## src/inc/acsc_params.svh

```systemverilog
// Purpose: Constants of the converter start control block
// Assumes: core_clk at 25 MHz, special-function register port of the core
// Notes:   Offsets and field positions used by design and bench
//
// What this block does
// - Throughput never exceeds five hundred thousand conversions per second.
// - Conversion clock is the core clock divided by the config divider field plus one.
// - Three-bit source field in the control register picks one of eight starts.
// - In software mode, writing one to the busy bit starts a conversion.
// - Selected timer 0 to 5 overflow starts a conversion.
// - Rising edge on the external start pin starts a conversion when selected.
// - Busy bit reads one during conversion, zero once it finishes.
// - Busy falling sets the done flag and, if enabled, the interrupt request.
// - Result registers hold the converted value whenever done reads one.
// - Timers 2 to 5 trigger on low overflow in 8-bit, high in 16-bit.
// - Read/write threshold high byte at 0xC6, reset zero, all pages.
// - Read/write threshold low byte at 0xC5.
`ifndef ACSC_PARAMS_SVH
`define ACSC_PARAMS_SVH

// ==========================================================
// Register addresses
`define ACSC_ADDR_CTL     8'hE8
`define ACSC_ADDR_CFG     8'hBC
`define ACSC_ADDR_RES_LO  8'hBD
`define ACSC_ADDR_RES_HI  8'hBE
`define ACSC_ADDR_LTL     8'hC5
`define ACSC_ADDR_LTH     8'hC6

// ==========================================================
// Field positions
`define ACSC_CTL_DONE     5
`define ACSC_CTL_BUSY     4
`define ACSC_CTL_IRQEN    3
`define ACSC_CTL_SRC_HI   2
`define ACSC_CTL_SRC_LO   0
`define ACSC_CFG_DIV_HI   7
`define ACSC_CFG_DIV_LO   3

// ==========================================================
// Reset values and timing
`define ACSC_RST_BYTE     8'h00
`define ACSC_RST_CFG      8'hF8
`define ACSC_CLK_NS       40
`define ACSC_MIN_CONV_NS  2000
`define ACSC_MIN_CONV_CYC ((`ACSC_MIN_CONV_NS + `ACSC_CLK_NS - 1) / `ACSC_CLK_NS)

`endif

```

## src/inc/acsc_pkg.sv

```systemverilog
// Purpose: Types of the converter start control block
// Assumes: Nothing beyond the params header
// Notes:   Source codes follow the start list order
package acsc_pkg;

	typedef enum logic [2:0] {
		SRC_SW   = 3'h0,
		SRC_T0   = 3'h1,
		SRC_T2   = 3'h2,
		SRC_T1   = 3'h3,
		SRC_EXT  = 3'h4,
		SRC_T3   = 3'h5,
		SRC_T4   = 3'h6,
		SRC_T5   = 3'h7
	} acsc_src_e;

	typedef enum logic [1:0] {
		ST_IDLE = 2'h1,
		ST_CONV = 2'h2
	} acsc_state_e;

endpackage

```

## src/verilog/acsc_start_ctrl.sv

```systemverilog
// Purpose: Start-source selection, busy tracking and done flag of the converter
// Assumes: Timer overflow inputs are one-cycle pulses on core_clk
// Notes:   Read data is registered, one cycle behind the address
`timescale 1ns/1ps
`default_nettype none
`include "acsc_params.svh"

module acsc_start_ctrl
	import acsc_pkg::*;
#(
	parameter int CONV_TICKS = 12,
	parameter int RES_W      = 10
) (
	input  wire logic             core_clk,
	input  wire logic             rst_b,
	input  wire logic [7:0]       sfrAddr,
	input  wire logic             sfrWrEn,
	input  wire logic [7:0]       sfrWrData,
	output logic      [7:0]       sfrRdData,
	input  wire logic [5:0]       timerOvfLow,
	input  wire logic [5:0]       timerOvfHigh,
	input  wire logic [5:0]       timer8BitMode,
	input  wire logic             extConvStart,
	input  wire logic [RES_W-1:0] sampleData,
	output logic                  convIrq
);

	// ==========================================================
	// Registers and state
	acsc_state_e state;
	acsc_src_e   startSrc;
	logic        doneFlag;
	logic        irqEn;
	logic [4:0]  divField;
	logic [7:0]  lthReg;
	logic [7:0]  ltlReg;
	logic [7:0]  resHi;
	logic [7:0]  resLo;
	logic [4:0]  divCnt;
	logic [7:0]  tickCnt;
	logic [15:0] convCycles;
	logic        extSync1;
	logic        extSync2;
	logic        extPrev;

	// ==========================================================
	// Decoding
	// Everything the function reads is an argument, so the assign re-evaluates on each pulse
	function automatic logic timerTrig(input int idx, input logic ovfLo, input logic ovfHi,
		input logic split8);
		// Timers 0 and 1 have a single overflow; the rest depend on split mode
		if (idx >= 2 && split8)
			return ovfLo;
		return ovfHi;
	endfunction

	wire logic [5:0] timerHit;
	for (genvar i = 0; i < $bits(timerHit); i++) begin : g_trig
		assign timerHit[i] = timerTrig(i, timerOvfLow[i], timerOvfHigh[i], timer8BitMode[i]);
	end

	wire logic busy    = (state == ST_CONV);
	wire logic wrCtl   = sfrWrEn && (sfrAddr == `ACSC_ADDR_CTL);
	wire logic wrCfg   = sfrWrEn && (sfrAddr == `ACSC_ADDR_CFG);
	wire logic wrLth   = sfrWrEn && (sfrAddr == `ACSC_ADDR_LTH);
	wire logic wrLtl   = sfrWrEn && (sfrAddr == `ACSC_ADDR_LTL);
	wire logic swStart = wrCtl && sfrWrData[`ACSC_CTL_BUSY] && (startSrc == SRC_SW);
	wire logic extEdge = extSync2 && !extPrev;
	wire logic [7:0] trigVec = {timerHit[5], timerHit[4], timerHit[3], extEdge,
		timerHit[1], timerHit[2], timerHit[0], swStart};
	wire logic startReq = trigVec[startSrc];
	wire logic divTick  = (divCnt == divField);
	wire logic finish   = busy && (tickCnt >= CONV_TICKS[7:0])
		&& (convCycles >= 16'(`ACSC_MIN_CONV_CYC - 1));
	wire logic [7:0] ctlRead = {2'h0, doneFlag, busy, irqEn, startSrc};
	wire logic [7:0] resFull = 8'(sampleData >> 8);

	logic [7:0] next_rdData;
	always_comb begin
		if (sfrAddr == `ACSC_ADDR_CTL)
			next_rdData = ctlRead;
		else if (sfrAddr == `ACSC_ADDR_CFG)
			next_rdData = {divField, 3'h0};
		else if (sfrAddr == `ACSC_ADDR_RES_LO)
			next_rdData = resLo;
		else if (sfrAddr == `ACSC_ADDR_RES_HI)
			next_rdData = resHi;
		else if (sfrAddr == `ACSC_ADDR_LTL)
			next_rdData = ltlReg;
		else if (sfrAddr == `ACSC_ADDR_LTH)
			next_rdData = lthReg;
		else
			next_rdData = `ACSC_RST_BYTE;
	end

	assign convIrq = doneFlag && irqEn;

	// ==========================================================
	// Pin synchroniser; only the second stage feeds the edge detector
	always_ff @(posedge core_clk or negedge rst_b) begin
		if (!rst_b) begin
			extSync1 <= 1'b0;
			extSync2 <= 1'b0;
			extPrev  <= 1'b0;
		end else begin
			extSync1 <= extConvStart;
			extSync2 <= extSync1;
			extPrev  <= extSync2;
		end
	end

	// ==========================================================
	// Register file
	always_ff @(posedge core_clk or negedge rst_b) begin
		if (!rst_b) begin
			startSrc  <= SRC_SW;
			irqEn     <= 1'b0;
			divField  <= 5'(`ACSC_RST_CFG >> `ACSC_CFG_DIV_LO);
			lthReg    <= `ACSC_RST_BYTE;
			ltlReg    <= `ACSC_RST_BYTE;
			sfrRdData <= `ACSC_RST_BYTE;
		end else begin
			sfrRdData <= next_rdData;
			if (wrCtl) begin
				startSrc <= acsc_src_e'(sfrWrData[`ACSC_CTL_SRC_HI:`ACSC_CTL_SRC_LO]);
				irqEn    <= sfrWrData[`ACSC_CTL_IRQEN];
			end
			if (wrCfg)
				divField <= sfrWrData[`ACSC_CFG_DIV_HI:`ACSC_CFG_DIV_LO];
			if (wrLth)
				lthReg <= sfrWrData;
			if (wrLtl)
				ltlReg <= sfrWrData;
		end
	end

	// ==========================================================
	// Done flag: a completion in the clearing cycle wins over the write
	always_ff @(posedge core_clk or negedge rst_b) begin
		if (!rst_b)
			doneFlag <= 1'b0;
		else if (finish)
			doneFlag <= 1'b1;
		else if (wrCtl)
			doneFlag <= sfrWrData[`ACSC_CTL_DONE];
	end

	// ==========================================================
	// Conversion sequencer
	always_ff @(posedge core_clk or negedge rst_b) begin
		if (!rst_b) begin
			state      <= ST_IDLE;
			divCnt     <= 5'h0;
			tickCnt    <= 8'h0;
			convCycles <= 16'h0;
			resHi      <= `ACSC_RST_BYTE;
			resLo      <= `ACSC_RST_BYTE;
		end else begin
			case (state)
				ST_IDLE: begin
					if (startReq) begin
						state      <= ST_CONV;
						divCnt     <= 5'h0;
						tickCnt    <= 8'h0;
						convCycles <= 16'h0;
					end
				end
				ST_CONV: begin
					// Further starts are simply not looked at here
					convCycles <= convCycles + 16'h1;
					divCnt     <= divTick ? 5'h0 : divCnt + 5'h1;
					if (divTick && tickCnt < CONV_TICKS[7:0])
						tickCnt <= tickCnt + 8'h1;
					if (finish) begin
						state <= ST_IDLE;
						resHi <= resFull;
						resLo <= sampleData[7:0];
					end
				end
				default: state <= ST_IDLE;
			endcase
		end
	end
endmodule
`default_nettype wire

```

## config.mk

```make
export PLATFORM = sky130hd
export DESIGN_NAME = acsc_start_ctrl
export DESIGN_NICKNAME = d
export VERILOG_FILES = /design/src/inc/acsc_pkg.sv /design/src/verilog/acsc_start_ctrl.sv
export VERILOG_INCLUDE_DIRS = /design/src /design/src/inc
export SDC_FILE = /design/constraint.sdc
export NUM_CORES = 1
export LEC_CHECK = 0
export ABC_AREA = 1
export CORE_ASPECT_RATIO = 1.4
export CORE_MARGIN = 8
export CORE_UTILIZATION = 60
export CTS_CLUSTER_DIAMETER = 40
export CTS_CLUSTER_SIZE = 40
export DETAILED_ROUTE_END_ITERATION = 6
export DONT_BUFFER_PORTS = 1
export GPL_TIMING_DRIVEN = 1
export PLACE_DENSITY = 0.74
export SLEW_MARGIN = 20
export SYNTH_ARGS = -nofsm -noshare
export SYNTH_HDL_FRONTEND = slang
export SYNTH_SLANG_ARGS = --single-unit
```

## constraint.sdc

```tcl
create_clock -name core_clk -period 2.95 [get_ports core_clk]
set_clock_uncertainty 0.05 [all_clocks]
set_input_delay 0.59 -clock core_clk [delete_from_list [all_inputs] [get_ports core_clk]]
set_output_delay 0.59 -clock core_clk [all_outputs]
set_load 0.02 [all_outputs]
```

# After elaboration in Yosys (flattened, before gate mapping)
# Index checks and enable logic that the tools add are counted.
[op_classes]
n_addsub = 3
magnitude_cmp = 4
eq_ne = 12
n_mux = 33
n_reduce_logical = 19
[ops]
columns = ["op", "n"]
rows = [
  ["8-bit 2-to-1 mux", 8],
  ["8-bit == test (second input constant)", 6],
  ["16-bit one-hot mux with 2 select lines", 1],
  ["16-bit by 1-bit adder with 16-bit output (second input constant)", 1],
  ["16-bit by 6-bit greater-or-equal comparator with 1-bit output (second input constant)", 1],
  ["16-bit 2-to-1 mux", 1],
  ["8-bit one-hot mux with 2 select lines", 1],
  ["1-bit 2-to-1 mux", 15],
  ["1-bit logical AND", 11],
  ["5-bit 2-to-1 mux", 2],
  ["5-bit one-hot mux with 2 select lines", 1],
  ["8-bit by 1-bit adder with 8-bit output (second input constant)", 1],
  ["8-bit by 4-bit greater-or-equal comparator with 1-bit output (second input constant)", 1],
  ["8-bit by 4-bit < comparator with 1-bit output (second input constant)", 1],
  ["2-bit AND reduction", 3],
  ["5-bit by 1-bit adder with 5-bit output (second input constant)", 1],
  ["5-bit == test", 1],
  ["3-bit by 4-bit < comparator with 1-bit output (second input constant)", 1],
  ["2-bit 2-to-1 mux", 2],
  ["2-bit by 1-bit inequality test with 1-bit output (second input constant)", 2],
  ["2-bit one-hot mux with 2 select lines", 1],
  ["2-bit nonzero test", 2],
  ["1-bit binary-select mux with 3-bit select", 1],
  ["3-bit zero test", 1],
  ["other kinds (5)", 5],
]
[word_totals]
ff_bits = 78
input_bits = 48
out_inout_bits = 9
elab_cells = 87

# Logic depth before layout (Yosys ltp)
[depth]
ltp_word = 8
ltp_mapped = 11
ltp_nobuf = 11

# Worst setup path after synthesis
# Ideal clock, no wire load.
[synth_timing]
path_kind = "input to register"
start = "input sfrAddr[0]"
end = "register divCnt[2]"
setup_time_ns = 0.121
arrival_ns = 1.429
required_ns = 2.779
setup_slack_ns = 1.350
path_stages = 11
n_path_buf = 1
cell_sequence = "inv_2 -> nand2_1 -> nor2_1 -> nand4_1 -> nand2_1 -> nand2_1 -> nand3_1 -> nand2_1 -> buf_4 -> nand2_1 -> nand2_1"
[synth_between]
elab_chain_cells = 8
[synth_lines]
columns = ["element", "line_no", "rtl"]
rows = [
  ["start: declaration", "acsc_start_ctrl.sv:16", "input wire logic [7:0] sfrAddr,"],
  ["8-bit == test (no source line)", "--", ""],
  ["1-bit logical AND", "acsc_start_ctrl.sv:63", "wire logic wrCtl = sfrWrEn && (sfrAddr == `ACSC_ADDR_CTL);"],
  ["1-bit logical AND (2 in a row)", "acsc_start_ctrl.sv:67", "wire logic swStart = wrCtl && sfrWrData[`ACSC_CTL_BUSY] && (startSrc == SRC_SW);"],
  ["1-bit binary-select mux with 3-bit select", "acsc_start_ctrl.sv:71", "wire logic startReq = trigVec[startSrc];"],
  ["1-bit 2-to-1 mux (not written as such)", "acsc_start_ctrl.sv:71", ""],
  ["2-bit inequality test (no source line)", "--", ""],
  ["2-bit AND reduction (no source line)", "--", ""],
  ["end signal: assignment", "acsc_start_ctrl.sv:171", "divCnt <= divTick ? 5'h0 : divCnt + 5'h1;"],
  ["end: declaration", "acsc_start_ctrl.sv:39", "logic [4:0] divCnt;"],
]
# Every way passes these cells. The select of a mux whose other input is x is not followed.
# A chain may end at the register's enable or synchronous reset.

# Worst setup path in the final report
[layout_timing]
start = "register convCycles[0]"
end = "register state[1]"
[layout_between]
elab_chain_cells = 4
[layout_lines]
columns = ["element", "line_no", "rtl"]
rows = [
  ["start: declaration", "acsc_start_ctrl.sv:41", "logic [15:0] convCycles;"],
  ["start signal: assignment", "acsc_start_ctrl.sv:170", "convCycles <= convCycles + 16'h1;"],
  ["16-bit by 6-bit greater-or-equal comparator with 1-bit output", "acsc_start_ctrl.sv:74", "&& (convCycles >= 16'(`ACSC_MIN_CONV_CYC - 1));"],
  ["1-bit logical AND", "acsc_start_ctrl.sv:73", "wire logic finish = busy && (tickCnt >= CONV_TICKS[7:0])"],
  ["2-bit by 1-bit inequality test with 1-bit output (no source line)", "--", ""],
  ["2-bit AND reduction (no source line)", "--", ""],
  ["end signal: assignment", "acsc_start_ctrl.sv:152", "state <= ST_IDLE;"],
  ["end signal: assignment", "acsc_start_ctrl.sv:162", "state <= ST_CONV;"],
  ["end signal: assignment", "acsc_start_ctrl.sv:175", "state <= ST_IDLE;"],
  ["end: declaration", "acsc_start_ctrl.sv:30", "acsc_state_e state;"],
]
# Every way passes these cells.

==> flow_summary.json <==
{
  "status": "finished clean",
  "grt_pass1_vias": 3383,
  "met2_length_mm": 4.84,
  "clkPwrFrac_pct": 32.4,
  "power_density_nw_per_um2": 578,
  "yosysWarningCount": 0,
  "tightestPinTransition_ns": 0.534,
  "layout_common_cells": "177 x nand2_1, 75 x inv_1, 72 x dfrtp_1, 54 x nand3_1, 32 x nor2_1",
  "viasPerCell": 5.29,
  "timing.final.hold_violations": 0,
  "grt.total_usage_pct": 20.5,
  "nFillCells": 628,
  "drive_gt1_share_pct": 10.8,
  "cts_tree": "done",
  "dpl.cell_count": 635,
  "cts_setup_buffers": 0,
  "top_layer_used": "met4",
  "synth_top_cell_by_area": "dfrtp_1",
  "root_buffer": "clkbuf_8",
  "synthesis.nets": 602,
  "syn_area_sq_um": 4210,
  "ys_ff_latch": 78,
  "worst_skew_pair.late_latency_ns": 0.37,
  "met1_length_mm": 3.68,
  "syn2layout_area_growth_pct": 7.34,
  "syn_inst": 548,
  "vias": 3449,
  "internal_power_w": 0.00180,
  "crit_path_max_fanout": 12,
  "cp.arrival_ns": 2.05,
  "synth.distinct_cells": 40,
  "wl_met3_um": 529,
  "cap_viol_max_count": 0,
  "fin_crit_sh_pct": 62.7,
  "timing.final.max_slew_violations": 0,
  "startpoint_type": "flip-flop",
  "initial_core_util_pct": 61.1,
  "ctsLongestPathBuffers": 2,
  "comb_power_share_pct": 18.7,
  "rsz0062_at_grt": "false",
  "p_sw_w": 0.000811,
  "syn_avg_cell_area_sq_um": 7.69,
  "dieArea_sq_um": 9990,
  "setup_viol": 0,
  "gr-total-overflow": 0,
  "max_freq_ghz": 0.540,
  "ioPinCount": 57,
  "power_frac_seq_pct": 48.9,
  "htreeDepth": 3,
  "hold_slack_ns": 0.0177,
  "avgRoutedWirePerCell_um": 14.3,
  "instances_no_fill": 652,
  "final_common_cell": "nand2_1",
  "fin_nets": 606,
  "synth_area_leaders": "dfrtp_1 43%, nand2_1 16%, inv_1 6.7%",
  "diodes": 0,
  "totalWireLength_mm": 9.33,
  "path_class": "flip-flop to flip-flop",
  "port_buffers": 0,
  "grt_pass1_wl_mm": 15.8,
  "cts_buffers": 9,
  "holdCritPathClass": "primary input to asynchronous set/reset pin",
  "clk_pin_slew_ns": 0.08,
  "dr.first_iter.drc_count": 183,
  "synth_sequential_area_ratio_pct": 46.5,
  "swShare_pct": 31.0,
  "ir_worst_vdd_mv": 0.480,
  "layout_min_cycle_time_ns": 1.85,
  "cts.sinks": 78,
  "die-height_um": 115,
  "grt_max_degree": 73,
  "detail-route-antenna-nets": 0,
  "rows": 36,
  "slew_headroom_pct": 64.1,
  "route.detailed.drc": 0,
  "finalSetupTns_ns": 0,
  "critPathCaptureType": "flip-flop",
  "die_w_um": 86.8,
  "synth_top_area_share_pct": 42.8,
  "dp_hpwl_mm": 6.97,
  "required_ns": 3.15,
  "dr.pass1.iters": 5,
  "antenna_found_initial": 0,
  "core_area_sq_um": 6890,
  "gp_congestion": 0.870,
  "p_leak_nw": 2.28
}
[synth_stat cells (all sizes together)]
library cell and n:
o211ai 2, a31o 2, dfrtp 72, o21ai 34, nand4 10, a21oi 12, inv 77, nor3b 1
o2111ai 2, nand3 56, o22ai 2, nor4 4, nor2 39, o21a 4, clkbuf 1, buf 11
nand3b 1, or2 6, xor2 3, dfstp 6, ha 6, nand2 184, mux2i 1, xnor2 2
nor3 8, a21boi 2
[critical path, cell delays in order, from the launching register on]
cell and delay (ns):
dfrtp_1 0.42, inv_1 0.08, ha_1 0.19, a31o_2 0.25, nand4_1 0.07, buf_4 0.17
nand2_1 0.26, nand3_1 0.19, inv_1 0.05
[timing repair]
| item | CTS | global route |
|---|---|---|
| endpoints found under the hold margin | 72 | 0 |
| hold buffers | 1 | 0 |
| resized for setup | 0 | 0 |
[kinds of logic after synthesis]
| kind of cell | synth area share, % |
|---|---|
| xor gates and xnor gates | 1.04 |
| adders and majority gates | 1.78 |
| buffers and inverters | 8.73 |
| and+or+nand+nor | 32.9 |
| muxes | 0.238 |
| AOI/OAI and AO/OA | 8.73 |
| DFF | 46.5 |
[flip-flops by register name, indices dropped and copies added (netlist names)]
| signal | flops |
|---|---|
| extSync1 | 1 |
| extPrev | 1 |
| lthReg | 8 |
| irqEn | 1 |
| state | 2 |
| ltlReg | 8 |
| extSync2 | 1 |
| resLo | 8 |
| convCycles | 16 |
| tickCnt | 8 |
| doneFlag | 1 |
| divField | 5 |
| resHi | 2 |
| divCnt | 5 |
| startSrc | 3 |
| sfrRdData | 8 |
[final cells by class]
class	count	area, sq um	area share [%]
clock inverters	3	42.5	0.941
well taps	95	119	2.63
multi-input cells	381	1880	41.7
flip-flops and latches	78	1960	43.3
clock buffers	13	169	3.74
inverters	77	289	6.39
repair buffers	5	57.6	1.27
[metrics by stage]
stage / setup WS [ns] / total power, W / utilization (%) / instance area (sq um)
detailed placement: 0.965 / 0.00177 / 62.1 / 4280
global route: 0.936 / 0.00277 / 65.6 / 4520
CTS: 1.08 / 0.00264 / 65.6 / 4520
floorplan: 1.35 / 0.00165 / - / 4210
finish: 1.10 / 0.00261 / 65.6 / 4520
global placement: 0.989 / 0.00175 / 62.1 / 4280
[metal layers]
metal  vias to the layer above  global-route usage (%)
li1                       1747                       -
met1                      1619                    21.9
met2                        64                    35.8
met3                        19                    6.15
met4                         0                    9.80
met5                         -                       0
[power groups by stage]
stage / Combinational (W) / Sequential, W / Clock, W
after floorplan: 0.000387 / 0.00127 / 0
after global placement: 0.000455 / 0.00129 / 0
after detailed placement: 0.000471 / 0.00130 / 0
after CTS: 0.000498 / 0.00128 / 0.000866
after global routing: 0.000566 / 0.00129 / 0.000908
final: 0.000489 / 0.00128 / 0.000847
[path summary, 6_finish.rpt]
| kind | startpoint | endpoint | slack, ns | depth (start not counted) |
|---|---|---|---|---|
| setup reg to reg | convCycles[0]$_DFFE_PN0P_ | state[1]$_DFFE_PN0P_ | 1.10 | 8 |
| hold reg to reg | extSync1$_DFF_PN0_ | extSync2$_DFF_PN0_ | 0.32 | 0 |
| min in group core_clk | extConvStart | extSync1$_DFF_PN0_ | 0.21 | 0 |
| setup / recovery | convCycles[0]$_DFFE_PN0P_ | state[1]$_DFFE_PN0P_ | 1.10 | 8 |
| max in group asynchronous | rst_b | lthReg[6]$_DFFE_PN0P_ | 2.49 | 1 |
| hold / removal | rst_b | divField[1]$_DFFE_PN1P_ | 0.02 | 0 |
Note: power is estimated with default switching activity, not from simulation.
